`src/rtl/pas_consts.vh`:
```
// Constants for the port analog input select block
`ifndef PAS_CONSTS_VH
`define PAS_CONSTS_VH
`define PAS_ADDR_PRIMARY 12'h000
`define PAS_ADDR_SECONDARY 12'h004
`define PAS_ADDR_PORTA_IN 12'h008
`define PAS_ADDR_PORTB_IN 12'h00c
`define PAS_ADDR_PORTE_IN 12'h010
`define PAS_PRIMARY_RESET 8'hff
`define PAS_SEC_MASK 8'h1f
`define PAS_SEC_ONES 5'h1f
`define PAS_SMALL_MASK 8'h1f
`define PAS_FULL_MASK 8'hff
`define PAS_ZERO8 8'h00
`define PAS_ZERO32 32'h00000000
`define PAS_PAD24 24'h000000
`endif

```
`src/rtl/pas_pin_gate.v`:
```
// One pin's digital input gate
`timescale 1ns/1ps
module pas_pin_gate (
    input wire pad_i,
    input wire sel_i,
    output wire din_o
);
    assign din_o = pad_i & ~sel_i;
endmodule

```
`src/rtl/pas_top.v`:
```
// Port analog input select block with APB register slave
//
// What this block does
// - Each analog pin has own select bit
// - Selected pin: input buffer off, reads zero
// - Select bits never touch output path
// - Output pins still drive latch when selected
// - Small package: primary bits 7..5 read 0 and writes clear them; reset sets them, gating Port E input reads
// - Secondary bits 4..0 map RB0,RB4,RB1,RB3,RB2
// - Secondary reset default follows fuse bit
`timescale 1ns/1ps
`include "pas_consts.vh"
module pas_top #(
    parameter SMALL_PKG = 0
) (
    input wire CLK_I,
    input wire RST_B_I,
    input wire PSEL_I,
    input wire PENABLE_I,
    input wire PWRITE_I,
    input wire [11:0] PADDR_I,
    input wire [31:0] PWDATA_I,
    input wire [3:0] PSTRB_I,
    output reg [31:0] PRDATA_O,
    output reg PREADY_O,
    output reg PSLVERR_O,
    input wire PORTB_ANALOG_DEFAULT_FUSE_I,
    input wire [7:0] PORTA_PAD_I,
    input wire [7:0] PORTB_PAD_I,
    input wire [2:0] PORTE_PAD_I,
    input wire [7:0] PORTA_LAT_I,
    input wire [7:0] PORTB_LAT_I,
    input wire [2:0] PORTE_LAT_I,
    input wire [7:0] PORTA_DIR_I,
    input wire [7:0] PORTB_DIR_I,
    input wire [2:0] PORTE_DIR_I,
    output reg [7:0] PORTA_DIN_O,
    output reg [7:0] PORTB_DIN_O,
    output reg [2:0] PORTE_DIN_O,
    output reg [7:0] PORTA_OUT_O,
    output reg [7:0] PORTB_OUT_O,
    output reg [2:0] PORTE_OUT_O,
    output reg [7:0] PORTA_OE_O,
    output reg [7:0] PORTB_OE_O,
    output reg [2:0] PORTE_OE_O
);
    reg [7:0] analog_select_primary;
    reg [7:0] analog_select_secondary;
    reg [7:0] next_rdata;
    reg next_err;
    wire [7:0] impl_mask;
    wire [7:0] sel_a;
    wire [7:0] sel_b;
    wire [2:0] sel_e;
    wire [7:0] din_a;
    wire [7:0] din_b;
    wire [2:0] din_e;
    wire [18:0] pad_all;
    wire [18:0] sel_all;
    wire [18:0] din_all;
    wire setup;
    wire wr_go;

    assign impl_mask = (SMALL_PKG != 0) ? `PAS_SMALL_MASK : `PAS_FULL_MASK;
    assign setup = PSEL_I & ~PENABLE_I;
    assign wr_go = PSEL_I & PENABLE_I & PWRITE_I & PREADY_O & PSTRB_I[0];

    // Pin to select bit mapping; RA2/RA3/RA4 have no legible bit
    assign sel_a = {2'b00, analog_select_primary[4], 2'b00, 1'b0,
                    analog_select_primary[1], analog_select_primary[0]};
    assign sel_b = {3'b000, analog_select_secondary[3], analog_select_secondary[1],
                    analog_select_secondary[0], analog_select_secondary[2],
                    analog_select_secondary[4]};
    assign sel_e = analog_select_primary[7:5];
    assign pad_all = {PORTE_PAD_I, PORTB_PAD_I, PORTA_PAD_I};
    assign sel_all = {sel_e, sel_b, sel_a};
    assign din_a = din_all[7:0];
    assign din_b = din_all[15:8];
    assign din_e = din_all[18:16];

    genvar g;
    generate
        for (g = 0; g < 19; g = g + 1) begin : pin
            pas_pin_gate u_gate (
                .pad_i(pad_all[g]),
                .sel_i(sel_all[g]),
                .din_o(din_all[g])
            );
        end
    endgenerate

    always @* begin
        next_rdata = `PAS_ZERO8;
        next_err = 1'b0;
        case (PADDR_I)
            `PAS_ADDR_PRIMARY: next_rdata = analog_select_primary & impl_mask;
            `PAS_ADDR_SECONDARY: next_rdata = analog_select_secondary & `PAS_SEC_MASK;
            `PAS_ADDR_PORTA_IN: next_rdata = din_a;
            `PAS_ADDR_PORTB_IN: next_rdata = din_b;
            `PAS_ADDR_PORTE_IN: next_rdata = {5'b00000, din_e};
            default: next_err = 1'b1;
        endcase
    end

    always @(posedge CLK_I) begin
        if (!RST_B_I) begin
            analog_select_primary <= `PAS_PRIMARY_RESET;
            analog_select_secondary <= PORTB_ANALOG_DEFAULT_FUSE_I ? `PAS_SEC_MASK : `PAS_ZERO8;
            PRDATA_O <= `PAS_ZERO32;
            PREADY_O <= 1'b0;
            PSLVERR_O <= 1'b0;
        end else begin
            PREADY_O <= setup;
            if (setup) begin
                PRDATA_O <= PWRITE_I ? `PAS_ZERO32 : {`PAS_PAD24, next_rdata};
                PSLVERR_O <= next_err;
            end else if (PREADY_O) begin
                PRDATA_O <= `PAS_ZERO32;
                PSLVERR_O <= 1'b0;
            end
            if (wr_go && PADDR_I == `PAS_ADDR_PRIMARY) begin
                analog_select_primary <= PWDATA_I[7:0] & impl_mask;
            end
            if (wr_go && PADDR_I == `PAS_ADDR_SECONDARY) begin
                analog_select_secondary <= PWDATA_I[7:0] & `PAS_SEC_MASK;
            end
        end
    end

    // Pin outputs; OUT/OE independent of select bits, DIN gated by them
    always @(posedge CLK_I) begin
        if (!RST_B_I) begin
            PORTA_DIN_O <= `PAS_ZERO8;
            PORTB_DIN_O <= `PAS_ZERO8;
            PORTE_DIN_O <= 3'b000;
            PORTA_OUT_O <= `PAS_ZERO8;
            PORTB_OUT_O <= `PAS_ZERO8;
            PORTE_OUT_O <= 3'b000;
            PORTA_OE_O <= `PAS_ZERO8;
            PORTB_OE_O <= `PAS_ZERO8;
            PORTE_OE_O <= 3'b000;
        end else begin
            PORTA_DIN_O <= din_a;
            PORTB_DIN_O <= din_b;
            PORTE_DIN_O <= din_e & impl_mask[7:5];
            PORTA_OUT_O <= PORTA_LAT_I;
            PORTB_OUT_O <= PORTB_LAT_I;
            PORTE_OUT_O <= PORTE_LAT_I;
            PORTA_OE_O <= ~PORTA_DIR_I;
            PORTB_OE_O <= ~PORTB_DIR_I;
            PORTE_OE_O <= ~PORTE_DIR_I;
        end
    end
endmodule

```
`config.mk`:
```
export PLATFORM = sky130hd
export DESIGN_NAME = pas_top
export DESIGN_NICKNAME = d
export VERILOG_FILES = /design/src/rtl/pas_pin_gate.v /design/src/rtl/pas_top.v
export VERILOG_INCLUDE_DIRS = /design/src /design/src/rtl
export SDC_FILE = /design/constraint.sdc
export NUM_CORES = 1
export LEC_CHECK = 0
export BUFFER_PORTS_ARGS = -buffer_cell sky130_fd_sc_hd__buf_2
export CAP_MARGIN = 20
export CORE_ASPECT_RATIO = 2
export CORE_MARGIN = 3
export CORE_UTILIZATION = 41
export CTS_CLUSTER_SIZE = 8
export DETAILED_ROUTE_END_ITERATION = 8
export PLACE_DENSITY = 0.85
export SYNTH_ARGS = -nofsm -noshare
export SYNTH_HDL_FRONTEND = slang
export SYNTH_SLANG_ARGS = --single-unit
```
`constraint.sdc`:
```
create_clock -name CLK_I -period 1.55 [get_ports CLK_I]
set_clock_uncertainty 0.15 [all_clocks]
set_input_delay 0.0775 -clock CLK_I [delete_from_list [all_inputs] [get_ports CLK_I]]
set_output_delay 0.0775 -clock CLK_I [all_outputs]
set_load 0.01 [all_outputs]
```
* Yosys cells after proc, flatten, opt, wreduce, memory -nomap -nowiden *
Cells that the tools add are included.

word-level totals
  word-level logic and storage cells = 65
  memories kept = 0
  input bits = 111
  RAM bits = 0
  output and inout bits = 91
  ROM bits = 0
  flip-flop bits (word level) = 104
  latch bits = 0

cells by class
  muxes and demuxes = 10
  eq/ne operators = 5
  $mul = 0
  magnitude comparators = 0
  div/mod/pow operators = 0
  bitwise operators = 31
  reduce and logical (&&, ||, !) cells = 5
  add/sub/neg operators = 0
  shift-type cells = 0

operators with widths
  cell                                                  number
  2-to-1 mux 32 bit                                     2
  case mux 8 bit (5 select lines)                       1
  equality test 12 x 4 -> 1 bit, second input constant  2
  AND 1 bit                                             16
  NOT 8 bit                                             2
  2-to-1 mux 5 bit                                      3
  equality test 12 x 3 -> 1 bit, second input constant  1
  equality test 12 x 5 -> 1 bit, second input constant  1
  logical NOT 12 bit                                    1
  NOT 1 bit                                             12
  2-to-1 mux 8 bit                                      1
  OR reduction 5 bit                                    1
  2-to-1 mux 1 bit                                      3
  NOT 3 bit                                             1
  logical AND 1 bit                                     2
  != test 2 x 1 -> 1 bit, second input constant         1
  nonzero test 2 bit                                    1

* Longest topological paths before layout *
  depth in word-level cells = 7
  gate-level depth with buffers = 6

* Modules after synthesis *
A second synthesis with hierarchy kept.

unflattened totals
  cell total of the unflattened synthesis = 296
  area total of the unflattened synthesis = 3171.8 um^2

modules (own cells, without submodules)
  module        instances  cells an instance  area each (um^2)  seq. area each (um^2)
  pas_top       1          277                2910.3            1651.6
  pas_pin_gate  19         1                  13.8              0.0

* Least setup slack after synthesis *
OpenSTA, ideal clock, no wires.

  path kind = register to register
  from = reg PREADY_O
  to = reg analog_select_secondary[0], enable pin
  slack = 0.075 ns
  buffers on the path = 0
  cell stages (with the launch flop) = 4
  arrival time = 0.979 ns
  cells stage by stage = dfxtp_1 > and4_1 > nand3_1 > o21ai_1

on the way
  cells in the longest elaborated chain, start to end = 4

ends and longest elaborated chain
  what                              RTL line       RTL
  start, declared                   pas_top.v:25   output reg PREADY_O,
  start signal, assigned            pas_top.v:113  PREADY_O <= setup;
  AND 1 bit (2 in a row)            pas_top.v:66   assign wr_go = PSEL_I & PENABLE_I & PWRITE_I & PREADY_O & PSTRB_I[0];
  logical AND 1 bit (no line)       --
  != test 2 x 1 -> 1 bit (no line)  --
  end signal, assigned              pas_top.v:108  analog_select_secondary <= PORTB_ANALOG_DEFAULT_FUSE_I ? `PAS_SEC_MASK : `PAS_ZERO8;
  end signal, assigned              pas_top.v:125  analog_select_secondary <= PWDATA_I[7:0] & `PAS_SEC_MASK;
  end, declared                     pas_top.v:48   reg [7:0] analog_select_secondary;

Every way passes these cells.
A chain may end at the register's enable or synchronous reset.

* Final worst setup path *
  from = in PORTB_PAD_I[4]
  to = reg PRDATA_O[4]

on the way
  cells in the longest elaborated chain, start to end = 4

ends and longest elaborated chain
  what                             RTL line          RTL
  start, declared                  pas_top.v:29      input wire [7:0] PORTB_PAD_I,
  AND 1 bit                        pas_pin_gate.v:8  assign din_o = pad_i & ~sel_i;
  case mux 8 bit (5 select lines)  pas_top.v:95      case (PADDR_I)
  2-to-1 mux 8 bit                 pas_top.v:115     PRDATA_O <= PWRITE_I ? `PAS_ZERO32 : {`PAS_PAD24, next_rdata};
  2-to-1 mux 32 bit                pas_top.v:114     if (setup) begin
  end signal, assigned             pas_top.v:109     PRDATA_O <= `PAS_ZERO32;
  end signal, assigned             pas_top.v:115
  end signal, assigned             pas_top.v:118     PRDATA_O <= `PAS_ZERO32;
  end, declared                    pas_top.v:24      output reg [31:0] PRDATA_O,

Every way passes these cells.

==> metrics.txt <==
status complete, no violations; share of layout cells above drive strength 1 36.3%; initial antenna violation count 0; Slew Limit Fails 0; core region area 7050 um2; Area after DPL 3780 um2; Worst EP arrival 1.54 ns; Critical Path Fanout Max 2; Die Y 127 um; Placer Congestion 0.857; Overall Global Routing Usage 23.8%; root buf cell clkbuf_16; Hold Crit Depth 4; Post-synth top flop dfxtp_1; post-CTS setup buffers 0; Cell Area, Synth 3010 um2; largest stage delay on the critical path 0.54 ns; Seq pwr share 45.0%; fin crit period 1.47 ns; vias in the first global route 3095; crit-path leading delay family buffers and inverters; Initial Utilization 42.7%; drt first pass iters 4; Register-to-Register Path Depth 4; Critical Path Start PORTB_PAD_I[4]; CTS Buffer Depth 2; Max Freq 681 MHz; post-route cell area 4770 um2; YS warnings 0; drt via density 4.79; Clock Sink Count 80; Worst Path Required 1.62 ns; slowest CP cell dlygate4sd3_1; Netlist cell types 41; cell-by-cell listing of the critical path dlygate4sd3_1, buf_2, nor2b_1, mux4_2, a22oi_1, nor2_1; internal power 3750 uW; CTS tree yes; Synth Register Bits 80; Worst Hold Class input port to flip-flop; dpl hpwl 6.17 mm; GR Overflow Total 0; total power 4880 uW; Worst Hold End PRDATA_O[5]$_SDFFE_PN0P_; Placed Cells 526; n_diodes 0; Port-buffer cells 150; sequential-to-total area share from yosys stat 54.9%; Final Instance Count excl. Fillers 608; clock-pin slew on the worst setup and hold paths 0.06 ns; LEAKAGE 0.00229 uW; reg2reg setup slack 0.11 ns; io pins 202; ANT nets after route 0; drt initial violations 97; Die W 66.6 um; fin util 67.7%; via count 2914; hold_sp PADDR_I[0]; FF-to-FF End analog_select_secondary[2]$_DFFE_PP_; Avg WL per Cell 16.3 um; Post-synth EDFFs 5; Clk pwr share 42.9%; drc violations 0; syn_area_per_cell 10.3 um2; post-synthesis cell count 291; Post-Route WL 9.90 mm; power density over the cells 1020 nW/um2; nets 624; Async S/R FF share, synth 0%; RSZ-0062 raised after global routing no; Skew-Pair Late Insertion Delay 0.34 ns; Worst Path Buf+Inv 2; Area growth, synth to finish 58.7%; Hold Fails Final Rpt 0; first-pass GRT wire length 15.0 mm; Combinational Power Share 12.2%; final setup margin 0.0819 ns; kind of critical path input port to flip-flop; sw frac 23.2%; crit end category flip-flop; htree depth 3; CTS Buf Count 9; switching power 1130 uW; launch point of the worst reg-to-reg path PREADY_O$_SDFF_PN0_; Max Cap Violations 0; die area 8460 um2; Place WS -0.00284 ns; Setup-failing EPs final 0; largest net degree at the start of global routing 34; Startpoint Class input port; Cell Rows 43; fin crit share 94.7%; VDD IR-drop max 0.590 mV
## cell type report
type / count / area, um2
fill: 524 / 2280
sequential: 80 / 1650
timing repair buffer: 227 / 1500
multi-input combinational: 189 / 1180
clock buffer: 13 / 282
tap: 90 / 113
clock inverter: 3 / 22.5
inverter: 6 / 22.5
## cell families after synthesis
family | after synthesis | synth area share (%)
buffers and inverters | 45 | 9.24
AND/OR/NAND/NOR | 125 | 24.8
other | 1 | 0.125
multiplexers | 4 | 2.25
AO/OA/AOI/OAI | 36 | 8.66
flip-flops | 80 | 54.9
## synthesized netlist by cell type, types with 2 or more instances
cell type  instances  area (um2)
dfxtp_1           75        1500
and2_1            36         225
nor2_1            25        93.8
buf_4             24         180
nand3_1           18        90.1
nand2_1           12        45.0
o21ai_1           11        55.1
clkbuf_1          10        37.5
a32oi_1            6        52.6
inv_1              6        22.5
and3_1             5        31.3
edfxtp_1           5         150
nor2b_1            5        31.3
nor3b_1            5        37.5
a21oi_1            4        20.0
a22oi_1            4        30.0
nand4b_1           3        26.3
o221a_1            3        33.8
o2bb2ai_1          3        26.3
a22o_1             2        17.5
and4_1             2        17.5
buf_2              2        10.0
buf_6              2        22.5
mux2_1             2        22.5
mux4_2             2        45.0
nand2b_1           2        12.5
nand4_1            2        12.5
nor4_4             2        42.5
## power by group through the flow
stage	Clock [uW]	Sequential [uW]	Combinational [uW]
final	2090	2190	595
after global routing	2180	2200	640
after CTS	2100	2190	574
after detailed placement	0	2230	439
after global placement	0	2230	429
after floorplan	0	2270	211
## repair_timing
action / CTS / global route
gates cloned: 0 / 0
setup endpoints to repair: 3 / 13
hold buffers: 67 / 0
hold endpoints to repair: 69 / 0
resized for setup: 1 / 4
## per-layer routing
layer	part of all wire, %	up-vias	routed length [um]	global-route usage (%)
met2	57	157	5590	45.4
met1	32	1336	3160	21.3
li1	-	1390	-	-
met4	4.5	0	448	14.6
met5	0	-	0	0
met3	7.1	31	698	4.93
## worst register-to-register path: stages, from the launching register on
cell and delay [ns]:
dfxtp_2 0.37, and4_1 0.26, nand3_1 0.10, o21ai_1 0.13, buf_4 0.16
## through the flow
step           hold WS (ns)   TNS, ns
2_1_floorplan     -0.000117         0
3_3_place_gp         0.0832         0
3_5_place_dp         0.0846  -0.00284
4_1_cts              0.0144         0
5_1_grt              0.0382         0
6_report             0.0229         0
## flip-flops by register name (all words and copies together) (netlist names)
name                     flops
PORTA_OUT_O                  8
PORTE_DIN_O                  3
PORTE_OUT_O                  3
PSLVERR_O                    1
PORTA_DIN_O                  8
PORTB_OE_O                   8
PORTB_DIN_O                  8
PORTB_OUT_O                  8
analog_select_secondary      5
PRDATA_O                     8
PORTA_OE_O                   8
PORTE_OE_O                   3
PREADY_O                     1
analog_select_primary        8
## placed cells by master (no fill, tap or decap), drive strengths merged, types with 6 or more instances in the layout
cell type,n
and2,36
nor3b,6
inv,6
conb,24
nand3,18
clkbuf,13
o21ai,12
buf,160
dlygate4sd3,67
nand2,13
nor2,26
a32oi,6
dfxtp,75
## worst max-delay path by stage
stage | end | slack (ns) | depth (start not counted)
2_1_floorplan | analog_select_secondary[0]$_DFFE_PP_ | 0.08 | 3
3_3_place_gp | PRDATA_O[0]$_SDFFE_PN0P_ | 0.002 | 5
3_5_place_dp | PRDATA_O[1]$_SDFFE_PN0P_ | -0.003 | 5
4_1_cts | PREADY_O$_SDFF_PN0_ | 0.02 | 6
5_1_grt | analog_select_secondary[1]$_DFFE_PP_ | 0.006 | 4
6_report | PRDATA_O[4]$_SDFFE_PN0P_ | 0.08 | 6
Power figures use the tool's default switching activity.
